===== src/design/tmr_cap_pkg.sv =====
package tmr_cap_pkg;

    // Addresses on the internal bus.
    localparam logic [15:0] ADDR_CTL_XY    = 16'hfff0;
    localparam logic [15:0] ADDR_STAT_XY   = 16'hfff1;
    localparam logic [15:0] ADDR_CMPA_Y    = 16'hfff2;
    localparam logic [15:0] ADDR_CMPB_Y    = 16'hfff3;
    localparam logic [15:0] ADDR_SRC_Y     = 16'hfff5;
    localparam logic [15:0] ADDR_CMPB_X    = 16'hfff7;
    localparam logic [15:0] ADDR_SER_TMR   = 16'hffc3;
    localparam logic [15:0] ADDR_SYS_CTL   = 16'hffc4;
    localparam logic [15:0] ADDR_CONN_SEL  = 16'hfffe;
    localparam logic [15:0] ADDR_CONN_IN   = 16'hfffc;
    localparam logic [15:0] ADDR_OFS_CMP   = 16'hfff4;
    localparam logic [15:0] ADDR_RISE_CAP  = 16'hfff2;
    localparam logic [15:0] ADDR_FALL_CAP  = 16'hfff3;

    // Reset values.
    localparam logic [7:0]  SER_TMR_RST    = 8'h00;
    localparam logic [7:0]  SYS_CTL_RST    = 8'h09;
    localparam logic [7:0]  CONN_SEL_RST   = 8'h00;
    localparam logic [7:0]  CONN_IN_RST    = 8'h00;
    localparam logic [7:0]  OFS_CMP_RST    = 8'hff;
    localparam logic [7:0]  CAP_RST        = 8'h00;
    localparam logic [7:0]  BANK_RST       = 8'h00;

    // Field positions.
    localparam int          SER_ICKS_LO    = 0;
    localparam int          SER_ICKS_HI    = 1;
    localparam int          SYS_HOST_EN_BIT = 1;
    localparam int          CONN_BANK_BIT  = 7;
    localparam int          CONN_START_BIT = 7;
    localparam int          STAT_FLAG_BIT  = 4;
    localparam int          CTL_CKS_LO     = 0;

    // Capture sequencer states; one bit changes per step, except from fall back to idle.
    typedef enum logic [1:0] {
        CAP_IDLE  = 2'b00,
        CAP_RISE  = 2'b01,
        CAP_FALL  = 2'b11
    } cap_state_t;

endpackage : tmr_cap_pkg


===== src/design/tmr_cap_if.sv =====
`timescale 1ns/1ps
// Compare-match sum path between main block and comparator.
interface tmr_cap_if;
    logic [7:0] count;      // Counter value.
    logic [7:0] offset;     // Offset compare register.
    logic [7:0] capture;    // Hidden capture register.
    logic       hold;       // Suppresses the comparison.
    logic       match;      // Compare-match C.
    modport owner (output count, output offset, output capture,
                   output hold, input match);
    modport cmp (input count, input offset, input capture,
                 input hold, output match);
endinterface : tmr_cap_if


===== src/design/tmr_cmp_c.sv =====
`timescale 1ns/1ps
// Compare-match C comparator, registered output.
module tmr_cmp_c (
    // Clock and reset.
    input  wire logic clk,
    input  wire logic rstn,
    // Sum path.
    tmr_cap_if.cmp    cif
);
    logic [7:0] sum;  // Wrapping sum.

    // The sum wraps modulo 256 on purpose.
    assign sum = 8'(cif.offset + cif.capture);

    // Match is registered; held low while suppressed.
    always_ff @(posedge clk or negedge rstn) begin
        if (!rstn) begin
            cif.match <= 1'b0;
        end else begin
            cif.match <= !cif.hold && (cif.count == sum);
        end
    end

    a_match_hold: assert property (@(posedge clk) disable iff (!rstn)
        cif.hold |=> !cif.match)
        else $error("match raised while suppressed");
    a_match_sum: assert property (@(posedge clk) disable iff (!rstn)
        (!cif.hold && cif.count == 8'(cif.offset + cif.capture))
        |=> cif.match)
        else $error("match missed on equal sum");
endmodule : tmr_cmp_c


===== src/design/tmr_cap_ctl.sv =====
`timescale 1ns/1ps
module tmr_cap_ctl (
    // Clock and reset.
    input  wire logic        clk,
    input  wire logic        rstn,
    // Hardware standby, clears like reset except the edge detector, read port and compare match C.
    input  wire logic        standby,
    // Internal bus.
    input  wire logic [15:0] addr,
    input  wire logic        rd,
    input  wire logic        wr,
    input  wire logic        second_bus_state,
    input  wire logic [7:0]  wdata,
    output logic      [7:0]  rdata,
    output logic             rvalid,
    // Counter side.
    input  wire logic [7:0]  timer_counter,
    input  wire logic        ext_reset,
    input  wire logic [2:0]  clock_select,
    output logic      [4:0]  clock_sel_code,
    // Results.
    output logic             compare_match_c,
    output logic             input_capture_flag,
    output logic             bank_select,
    output logic             host_interface_enable
);
    logic [7:0] ser_tmr_reg;   // Serial/timer control.
    logic [7:0] sys_ctl_reg;   // System control.
    logic [7:0] conn_sel_reg;  // Connection select.
    logic [7:0] conn_in_reg;   // Connection input control.
    logic [7:0] ofs_cmp_reg;   // Offset compare.
    logic [7:0] int_cap_reg;   // Hidden capture.
    logic [7:0] rise_cap_reg;  // Rise capture.
    logic [7:0] fall_cap_reg;  // Fall capture.
    logic       cap_flag_reg;  // Input capture flag.
    logic       ext_dly_reg;   // Previous reset-input level.
    logic       fall_edge;     // Reset input fell.
    logic       rise_edge;     // Reset input rose.
    logic       timer_ok;      // Timer access allowed.
    logic       wr_ser;        // Write strobes.
    logic       wr_sys;
    logic       wr_conn;
    logic       wr_cin;
    logic       wr_ofs;
    logic       wr_stat;
    logic       cap_done;      // Capture pair finished.
    tmr_cap_pkg::cap_state_t cap_state_reg;
    tmr_cap_if  cif ();

    assign fall_edge = ext_dly_reg && !ext_reset;
    assign rise_edge = !ext_dly_reg && ext_reset;

    // Timer and connection registers, except serial/timer control, vanish while the host interface owns
    // the bus, so a stray write cannot disturb a running measurement.
    assign timer_ok = !sys_ctl_reg[tmr_cap_pkg::SYS_HOST_EN_BIT];
    assign wr_ser  = wr && addr == tmr_cap_pkg::ADDR_SER_TMR;
    assign wr_sys  = wr && addr == tmr_cap_pkg::ADDR_SYS_CTL;
    assign wr_conn = wr && timer_ok && addr == tmr_cap_pkg::ADDR_CONN_SEL;
    assign wr_cin  = wr && timer_ok && addr == tmr_cap_pkg::ADDR_CONN_IN;
    // Extension registers live in channel X bank only.
    assign wr_ofs  = wr && timer_ok && !bank_select
                     && addr == tmr_cap_pkg::ADDR_OFS_CMP;
    assign wr_stat = wr && timer_ok && !bank_select
                     && addr == tmr_cap_pkg::ADDR_STAT_XY;
    assign cap_done = cap_state_reg == tmr_cap_pkg::CAP_FALL && fall_edge;

    assign bank_select =
        conn_sel_reg[tmr_cap_pkg::CONN_BANK_BIT];
    assign host_interface_enable =
        sys_ctl_reg[tmr_cap_pkg::SYS_HOST_EN_BIT];
    assign input_capture_flag = cap_flag_reg;
    assign compare_match_c = cif.match;

    // Clock choice code: internal select pair above the three select bits.
    assign clock_sel_code = {ser_tmr_reg[tmr_cap_pkg::SER_ICKS_HI],
                             ser_tmr_reg[tmr_cap_pkg::SER_ICKS_LO],
                             clock_select};

    // Edge detector on the reset input.
    always_ff @(posedge clk or negedge rstn) begin
        if (!rstn) begin
            ext_dly_reg <= 1'b0;
        end else begin
            ext_dly_reg <= ext_reset;
        end
    end

    // Serial/timer control; software keeps reserved bits zero.
    always_ff @(posedge clk or negedge rstn) begin
        if (!rstn) begin
            ser_tmr_reg <= tmr_cap_pkg::SER_TMR_RST;
        end else if (standby) begin
            ser_tmr_reg <= tmr_cap_pkg::SER_TMR_RST;
        end else if (wr_ser) begin
            ser_tmr_reg <= wdata;
        end
    end

    // System control: only the host-interface bit matters here.
    always_ff @(posedge clk or negedge rstn) begin
        if (!rstn) begin
            sys_ctl_reg <= tmr_cap_pkg::SYS_CTL_RST;
        end else if (standby) begin
            sys_ctl_reg <= tmr_cap_pkg::SYS_CTL_RST;
        end else if (wr_sys) begin
            sys_ctl_reg <= wdata;
        end
    end

    // Connection select holds the bank bit.
    always_ff @(posedge clk or negedge rstn) begin
        if (!rstn) begin
            conn_sel_reg <= tmr_cap_pkg::CONN_SEL_RST;
        end else if (standby) begin
            conn_sel_reg <= tmr_cap_pkg::CONN_SEL_RST;
        end else if (wr_conn) begin
            conn_sel_reg <= wdata;
        end
    end

    // Start bit: hardware clear on completion wins over a write.
    always_ff @(posedge clk or negedge rstn) begin
        if (!rstn) begin
            conn_in_reg <= tmr_cap_pkg::CONN_IN_RST;
        end else if (standby) begin
            conn_in_reg <= tmr_cap_pkg::CONN_IN_RST;
        end else begin
            if (wr_cin) begin
                conn_in_reg <= wdata;
            end
            if (cap_done) begin
                conn_in_reg[tmr_cap_pkg::CONN_START_BIT] <= 1'b0;
            end
        end
    end

    // Offset compare register.
    always_ff @(posedge clk or negedge rstn) begin
        if (!rstn) begin
            ofs_cmp_reg <= tmr_cap_pkg::OFS_CMP_RST;
        end else if (standby) begin
            ofs_cmp_reg <= tmr_cap_pkg::OFS_CMP_RST;
        end else if (wr_ofs) begin
            ofs_cmp_reg <= wdata;
        end
    end

    // Hidden capture on every fall of the reset input; no bus path.
    always_ff @(posedge clk or negedge rstn) begin
        if (!rstn) begin
            int_cap_reg <= tmr_cap_pkg::CAP_RST;
        end else if (standby) begin
            int_cap_reg <= tmr_cap_pkg::CAP_RST;
        end else if (fall_edge) begin
            int_cap_reg <= timer_counter;
        end
    end

    // Rise/fall sequencer, armed by the start bit.
    always_ff @(posedge clk or negedge rstn) begin
        if (!rstn) begin
            cap_state_reg <= tmr_cap_pkg::CAP_IDLE;
            rise_cap_reg  <= tmr_cap_pkg::CAP_RST;
            fall_cap_reg  <= tmr_cap_pkg::CAP_RST;
        end else if (standby) begin
            cap_state_reg <= tmr_cap_pkg::CAP_IDLE;
            rise_cap_reg  <= tmr_cap_pkg::CAP_RST;
            fall_cap_reg  <= tmr_cap_pkg::CAP_RST;
        end else begin
            case (cap_state_reg)
                tmr_cap_pkg::CAP_IDLE: begin
                    if (conn_in_reg[tmr_cap_pkg::CONN_START_BIT]) begin
                        cap_state_reg <= tmr_cap_pkg::CAP_RISE;
                    end
                end
                tmr_cap_pkg::CAP_RISE: begin
                    if (!conn_in_reg[tmr_cap_pkg::CONN_START_BIT]) begin
                        cap_state_reg <= tmr_cap_pkg::CAP_IDLE;
                    end else if (rise_edge) begin
                        rise_cap_reg  <= timer_counter;
                        cap_state_reg <= tmr_cap_pkg::CAP_FALL;
                    end
                end
                tmr_cap_pkg::CAP_FALL: begin
                    if (fall_edge) begin
                        fall_cap_reg  <= timer_counter;
                        cap_state_reg <= tmr_cap_pkg::CAP_IDLE;
                    end else if (!conn_in_reg[tmr_cap_pkg::CONN_START_BIT])
                    begin
                        cap_state_reg <= tmr_cap_pkg::CAP_IDLE;
                    end
                end
                default: begin
                    cap_state_reg <= tmr_cap_pkg::CAP_IDLE;
                end
            endcase
        end
    end

    // Capture flag: set wins over a software clear by writing zero.
    always_ff @(posedge clk or negedge rstn) begin
        if (!rstn) begin
            cap_flag_reg <= 1'b0;
        end else if (standby) begin
            cap_flag_reg <= 1'b0;
        end else if (cap_done) begin
            cap_flag_reg <= 1'b1;
        end else if (wr_stat && !wdata[tmr_cap_pkg::STAT_FLAG_BIT]) begin
            cap_flag_reg <= 1'b0;
        end
    end

    // Read mux; blocked regions read zero, still answered with rvalid.
    always_ff @(posedge clk or negedge rstn) begin
        if (!rstn) begin
            rdata  <= 8'h00;
            rvalid <= 1'b0;
        end else begin
            rvalid <= rd;
            rdata  <= 8'h00;
            if (rd) begin
                if (addr == tmr_cap_pkg::ADDR_SER_TMR) begin
                    rdata <= ser_tmr_reg;
                end else if (addr == tmr_cap_pkg::ADDR_SYS_CTL) begin
                    rdata <= sys_ctl_reg;
                end else if (timer_ok) begin
                    if (addr == tmr_cap_pkg::ADDR_CONN_SEL) begin
                        rdata <= conn_sel_reg;
                    end else if (addr == tmr_cap_pkg::ADDR_CONN_IN) begin
                        rdata <= conn_in_reg;
                    end else if (!bank_select) begin
                        if (addr == tmr_cap_pkg::ADDR_OFS_CMP) begin
                            rdata <= ofs_cmp_reg;
                        end else if (addr == tmr_cap_pkg::ADDR_RISE_CAP)
                        begin
                            rdata <= rise_cap_reg;
                        end else if (addr == tmr_cap_pkg::ADDR_FALL_CAP)
                        begin
                            rdata <= fall_cap_reg;
                        end else if (addr == tmr_cap_pkg::ADDR_STAT_XY)
                        begin
                            rdata <= {3'b000, cap_flag_reg, 4'h0};
                        end
                    end
                end
            end
        end
    end

    // Feed the comparator; suppress in the second bus state of an offset
    // write and in capture cycles, when the sum is still moving.
    assign cif.count   = timer_counter;
    assign cif.offset  = ofs_cmp_reg;
    assign cif.capture = int_cap_reg;
    assign cif.hold    = (second_bus_state
                          && addr == tmr_cap_pkg::ADDR_OFS_CMP)
                         || fall_edge;

    tmr_cmp_c u_cmp (
        .clk  (clk),
        .rstn (rstn),
        .cif  (cif.cmp)
    );

    a_start_clear: assert property (@(posedge clk) disable iff (!rstn)
        (cap_done && !standby)
        |=> !conn_in_reg[tmr_cap_pkg::CONN_START_BIT])
        else $error("start bit not cleared");
    a_flag_set: assert property (@(posedge clk) disable iff (!rstn)
        (cap_done && !standby) |=> cap_flag_reg)
        else $error("capture flag not set");
    a_int_cap: assert property (@(posedge clk) disable iff (!rstn)
        (fall_edge && !standby) |=> int_cap_reg == $past(timer_counter))
        else $error("capture missed");
    a_host_block: assert property (@(posedge clk) disable iff (!rstn)
        (wr && !timer_ok && !standby) |=> $stable(ofs_cmp_reg))
        else $error("blocked write changed register");
    a_standby_clr: assert property (@(posedge clk) disable iff (!rstn)
        standby |=> ser_tmr_reg == tmr_cap_pkg::SER_TMR_RST
                    && conn_sel_reg == tmr_cap_pkg::CONN_SEL_RST)
        else $error("standby did not clear");
    a_ofs_init: assert property (@(posedge clk) disable iff (!rstn)
        standby |=> ofs_cmp_reg == tmr_cap_pkg::OFS_CMP_RST)
        else $error("offset compare not ones");
    a_fall_cap: assert property (@(posedge clk) disable iff (!rstn)
        (cap_done && !standby) |=> fall_cap_reg == $past(timer_counter))
        else $error("fall capture missed");
    a_clk_code: assert property (@(posedge clk) disable iff (!rstn)
        (wr_ser && !standby)
        |=> clock_sel_code[4:3] == $past(wdata[1:0]))
        else $error("clock code mismatch");
endmodule : tmr_cap_ctl


===== config.mk =====
export PLATFORM = sky130hd
export DESIGN_NAME = tmr_cap_ctl
export DESIGN_NICKNAME = d
export VERILOG_FILES = /design/src/design/tmr_cap_pkg.sv /design/src/design/tmr_cap_if.sv /design/src/design/tmr_cmp_c.sv /design/src/design/tmr_cap_ctl.sv
export SDC_FILE = /design/constraint.sdc
export NUM_CORES = 1
export LEC_CHECK = 0
export ABC_CLOCK_PERIOD_IN_PS = 2300
export CORE_ASPECT_RATIO = 0.6
export CORE_MARGIN = 1
export CORE_UTILIZATION = 35
export DETAILED_ROUTE_END_ITERATION = 16
export DONT_BUFFER_PORTS = 1
export GPL_TIMING_DRIVEN = 0
export PLACE_DENSITY = 0.47
export SLEW_MARGIN = 30
export SYNTH_ARGS = -nofsm -noshare
export SYNTH_HDL_FRONTEND = slang
export SYNTH_SLANG_ARGS = --single-unit

===== constraint.sdc =====
create_clock -name clk -period 2.3 [get_ports clk]
set_clock_uncertainty 0.1 [all_clocks]
set_input_delay 0.23 -clock clk [delete_from_list [all_inputs] [get_ports clk]]
set_output_delay 0.23 -clock clk [all_outputs]
set_load 0.01 [all_outputs]

==> qor.yml <==
outcome: "finished, final reports clean"
swShare_pct: 24.0
multi_input_comb_area_sq_um: 2260
yosysWarnings: 0
drtIter0Drc: 208
cp-start-kind: "flip-flop"
clkPwrFrac_pct: 45.8
path_class: "flip-flop to flip-flop"
power.switching_uw: 753
crit_start: "cif.offset[0]"
core_area_sq_um: 12100
synth_area_leaders: "dfrtp_1 39%, mux2i_1 6.9%, nand2_1 6.8%, dfstp_2 6.0%, a21oi_1 4.5%"
dpl_cell_area_sq_um: 4560
vias: 3585
cap_violations: 0
highest_layer: "met4"
htreeDepth: 3
holdPathStages: 2
worstRegToRegCells: 6
rsz0062_at_grt: "true"
routabilityCongestion: 0.813
setup_violations: 0
worstPathRequired_ns: 2.44
root_buffer: "clkbuf_16"
seq_area_sq_um: 1960
clockBufferDepth: 2
overflow: 0
worstSkewPairLatency_ns: 0.34
die_h_um: 88.3
combPwrFrac_pct: 9.8
ys_seq_area_share_pct: 45.2
fin_cells: 660
synth-edff-count: 0
drc: 0
num-fill-cells: 1192
placed_cells: 621
syn_avg_cell_area_sq_um: 9.53
cts_tree: "yes"
slew_violations: 0
cts_inserted_buffers: 9
antenna_found_initial: 0
vias_per_cell: 5.43
powerDensity_nw_per_um2: 603
period_minus_slack_ns: 2.22
dp_hpwl_mm: 9.40
worst_pin_slew_ns: 0.820
syn-num-nets: 506
sequentialPowerShare_pct: 44.3
synth-async-reset-ratio_pct: 100
yosys_most_used_dff: "dfrtp_1"
clock-sinks: 78
netlist_area_sq_um: 4350
synth.top_cell.area_share_pct: 39.1
leakagePower_uw: 0.00226
wl_met2_mm: 5.31
grt_pass1_vias: 3497
wire_per_inst_um: 20.1
internal-power_uw: 2380
io_pins: 60
drt-pass1-iter-count: 4
yosysMostFrequentCell: "nand2_1"
antenna_cells: 0
grt_max_degree: 79
wl_met3_um: 751
vdd_drop_max_mv: 0.309
relSlewSlack_pct: 45.3
io_buffers: 0
stdcell_area_sq_um: 5190
syn_inst: 456
synth.distinct_cells: 62
finalHoldViolCount: 0
synth_seq_cells: 78
r2r_slack_ns: 0.08
path_max_fanout: 3
synth.largest_area_cell: "dfrtp_1"
worst_r2r_startpoint: "cif.offset[0]"
clk_pin_slew_ns: 0.06
initial_core_util_pct: 36.0
grt_pass1_wl_mm: 20.5
final_antenna_net_count: 0
hold_class: "input port to flip-flop"
cp.arrival_ns: 2.36
nets: 540
critPathCaptureType: "flip-flop"
drive_gt1_share_pct: 14.3
track_usage_pct: 21.6
min_period_over_period_pct: 96.6
wl_mm: 13.3
max_freq_ghz: 0.450
critPathCapture: "u_cmp.cif.match"
r2r_end: "u_cmp.cif.match"
dieArea_sq_um: 12900
wl_met1_mm: 7.13
die_x_um: 146
num_rows: 31
area_growth_pct: 19.4
yosys-top-cells-count: "79 x nand2_1, 68 x dfrtp_1, 42 x nor2_1"
==> stage by stage <==
step	utilization (%)	power [uW]	hold WS [ns]	setup TNS, ns	setup slack (ns)
final	43.0	3130	0.00969	0	0.0787
after global routing	43.0	3250	0.0444	-0.0244	-0.0244
after CTS	42.7	3160	0.00768	-0.0161	-0.0161
after detailed placement	37.8	1620	-0.162	-0.0434	-0.0434
after global placement	37.8	1620	-0.163	-0.0267	-0.0267
after floorplan	-	1570	-0.166	0	0.231
==> critical path, cell delays in order, from the launching register on <==
cell       delay, ns
dfstp_2         0.57
ha_4            0.14
fa_1            0.43
xor2_1          0.17
nor4_2          0.35
o2111ai_2       0.17
nor4_2          0.18
==> what timing repair did <==
action | CTS | global route
setup endpoints to repair | 1 | 1
hold buffers | 21 | 0
setup buffers | 2 | 0
endpoints found under the hold margin | 144 | 0
gates resized for setup | 6 | 5
pin swaps | 7 | 2
==> power by group through the flow <==
stage | clock network (uW) | logic [uW] | registers (uW)
CTS | 1470 | 302 | 1390
global placement | 0 | 207 | 1410
floorplan | 0 | 162 | 1410
detailed placement | 0 | 211 | 1410
global route | 1530 | 334 | 1390
finish | 1440 | 308 | 1390
==> cell families (layout without fill, tap and decap cells) <==
| family | after synthesis | after routing | share of synthesized area, % |
|---|---|---|---|
| buf+inv | 42 | 81 | 5.15 |
| flops | 78 | 78 | 45.2 |
| fa+ha+maj | 8 | 8 | 2.47 |
| mux | 31 | 31 | 7.17 |
| xor+xnor | 15 | 15 | 3.02 |
| compound gates | 96 | 96 | 14.7 |
| simple gates | 186 | 186 | 22.3 |
==> metal layers <==
layer | track usage, % | vias up
met5 | 0 | -
met4 | 5.45 | 0
met3 | 5.46 | 9
met2 | 30.1 | 100
met1 | 32.9 | 1804
li1 | - | 1672
==> worst min-delay path by stage <==
stage | endpoint | slack (ns) | from
final | cap_state_reg[1] | 0.01 | ext_reset
after global routing | cap_state_reg[1] | 0.04 | ext_reset
after CTS | cap_state_reg[1] | 0.008 | ext_reset
after detailed placement | rise_cap_reg[4] | -0.16 | rstn
after global placement | ext_dly_reg | -0.16 | rstn
after floorplan | cap_state_reg[0] | -0.17 | rstn
==> area by class of cell <==
type	instances	area share (%)
Buffer	30	3.45
Sequential cell	78	37.8
Clock buffer	13	4.82
Tap cell	165	3.98
Clock inverter	3	0.843
Inverter	12	0.867
Multi-Input combinational cell	336	43.5
Timing Repair Buffer	23	4.67
==> cell usage in the layout (no fill, tap or decap), types with 4 or more instances in the layout <==
| cell | count |
|---|---|
| nand2_1 | 79 |
| dfrtp_1 | 68 |
| nor2_1 | 41 |
| a21oi_1 | 39 |
| mux2i_1 | 30 |
| o21ai_0 | 20 |
| dlygate4sd3_1 | 20 |
| clkbuf_1 | 16 |
| inv_1 | 12 |
| nand3_1 | 11 |
| buf_4 | 10 |
| nand3b_1 | 10 |
| dfstp_2 | 10 |
| xnor2_1 | 9 |
| clkbuf_16 | 9 |
| o2111ai_1 | 6 |
| buf_2 | 5 |
| nand4_1 | 5 |
| xor2_1 | 5 |
| ha_4 | 5 |
| nor3b_2 | 4 |
| buf_6 | 4 |
| and2_1 | 4 |
| a221o_1 | 4 |
| and3_1 | 4 |
Power figures use the tool's default switching activity.
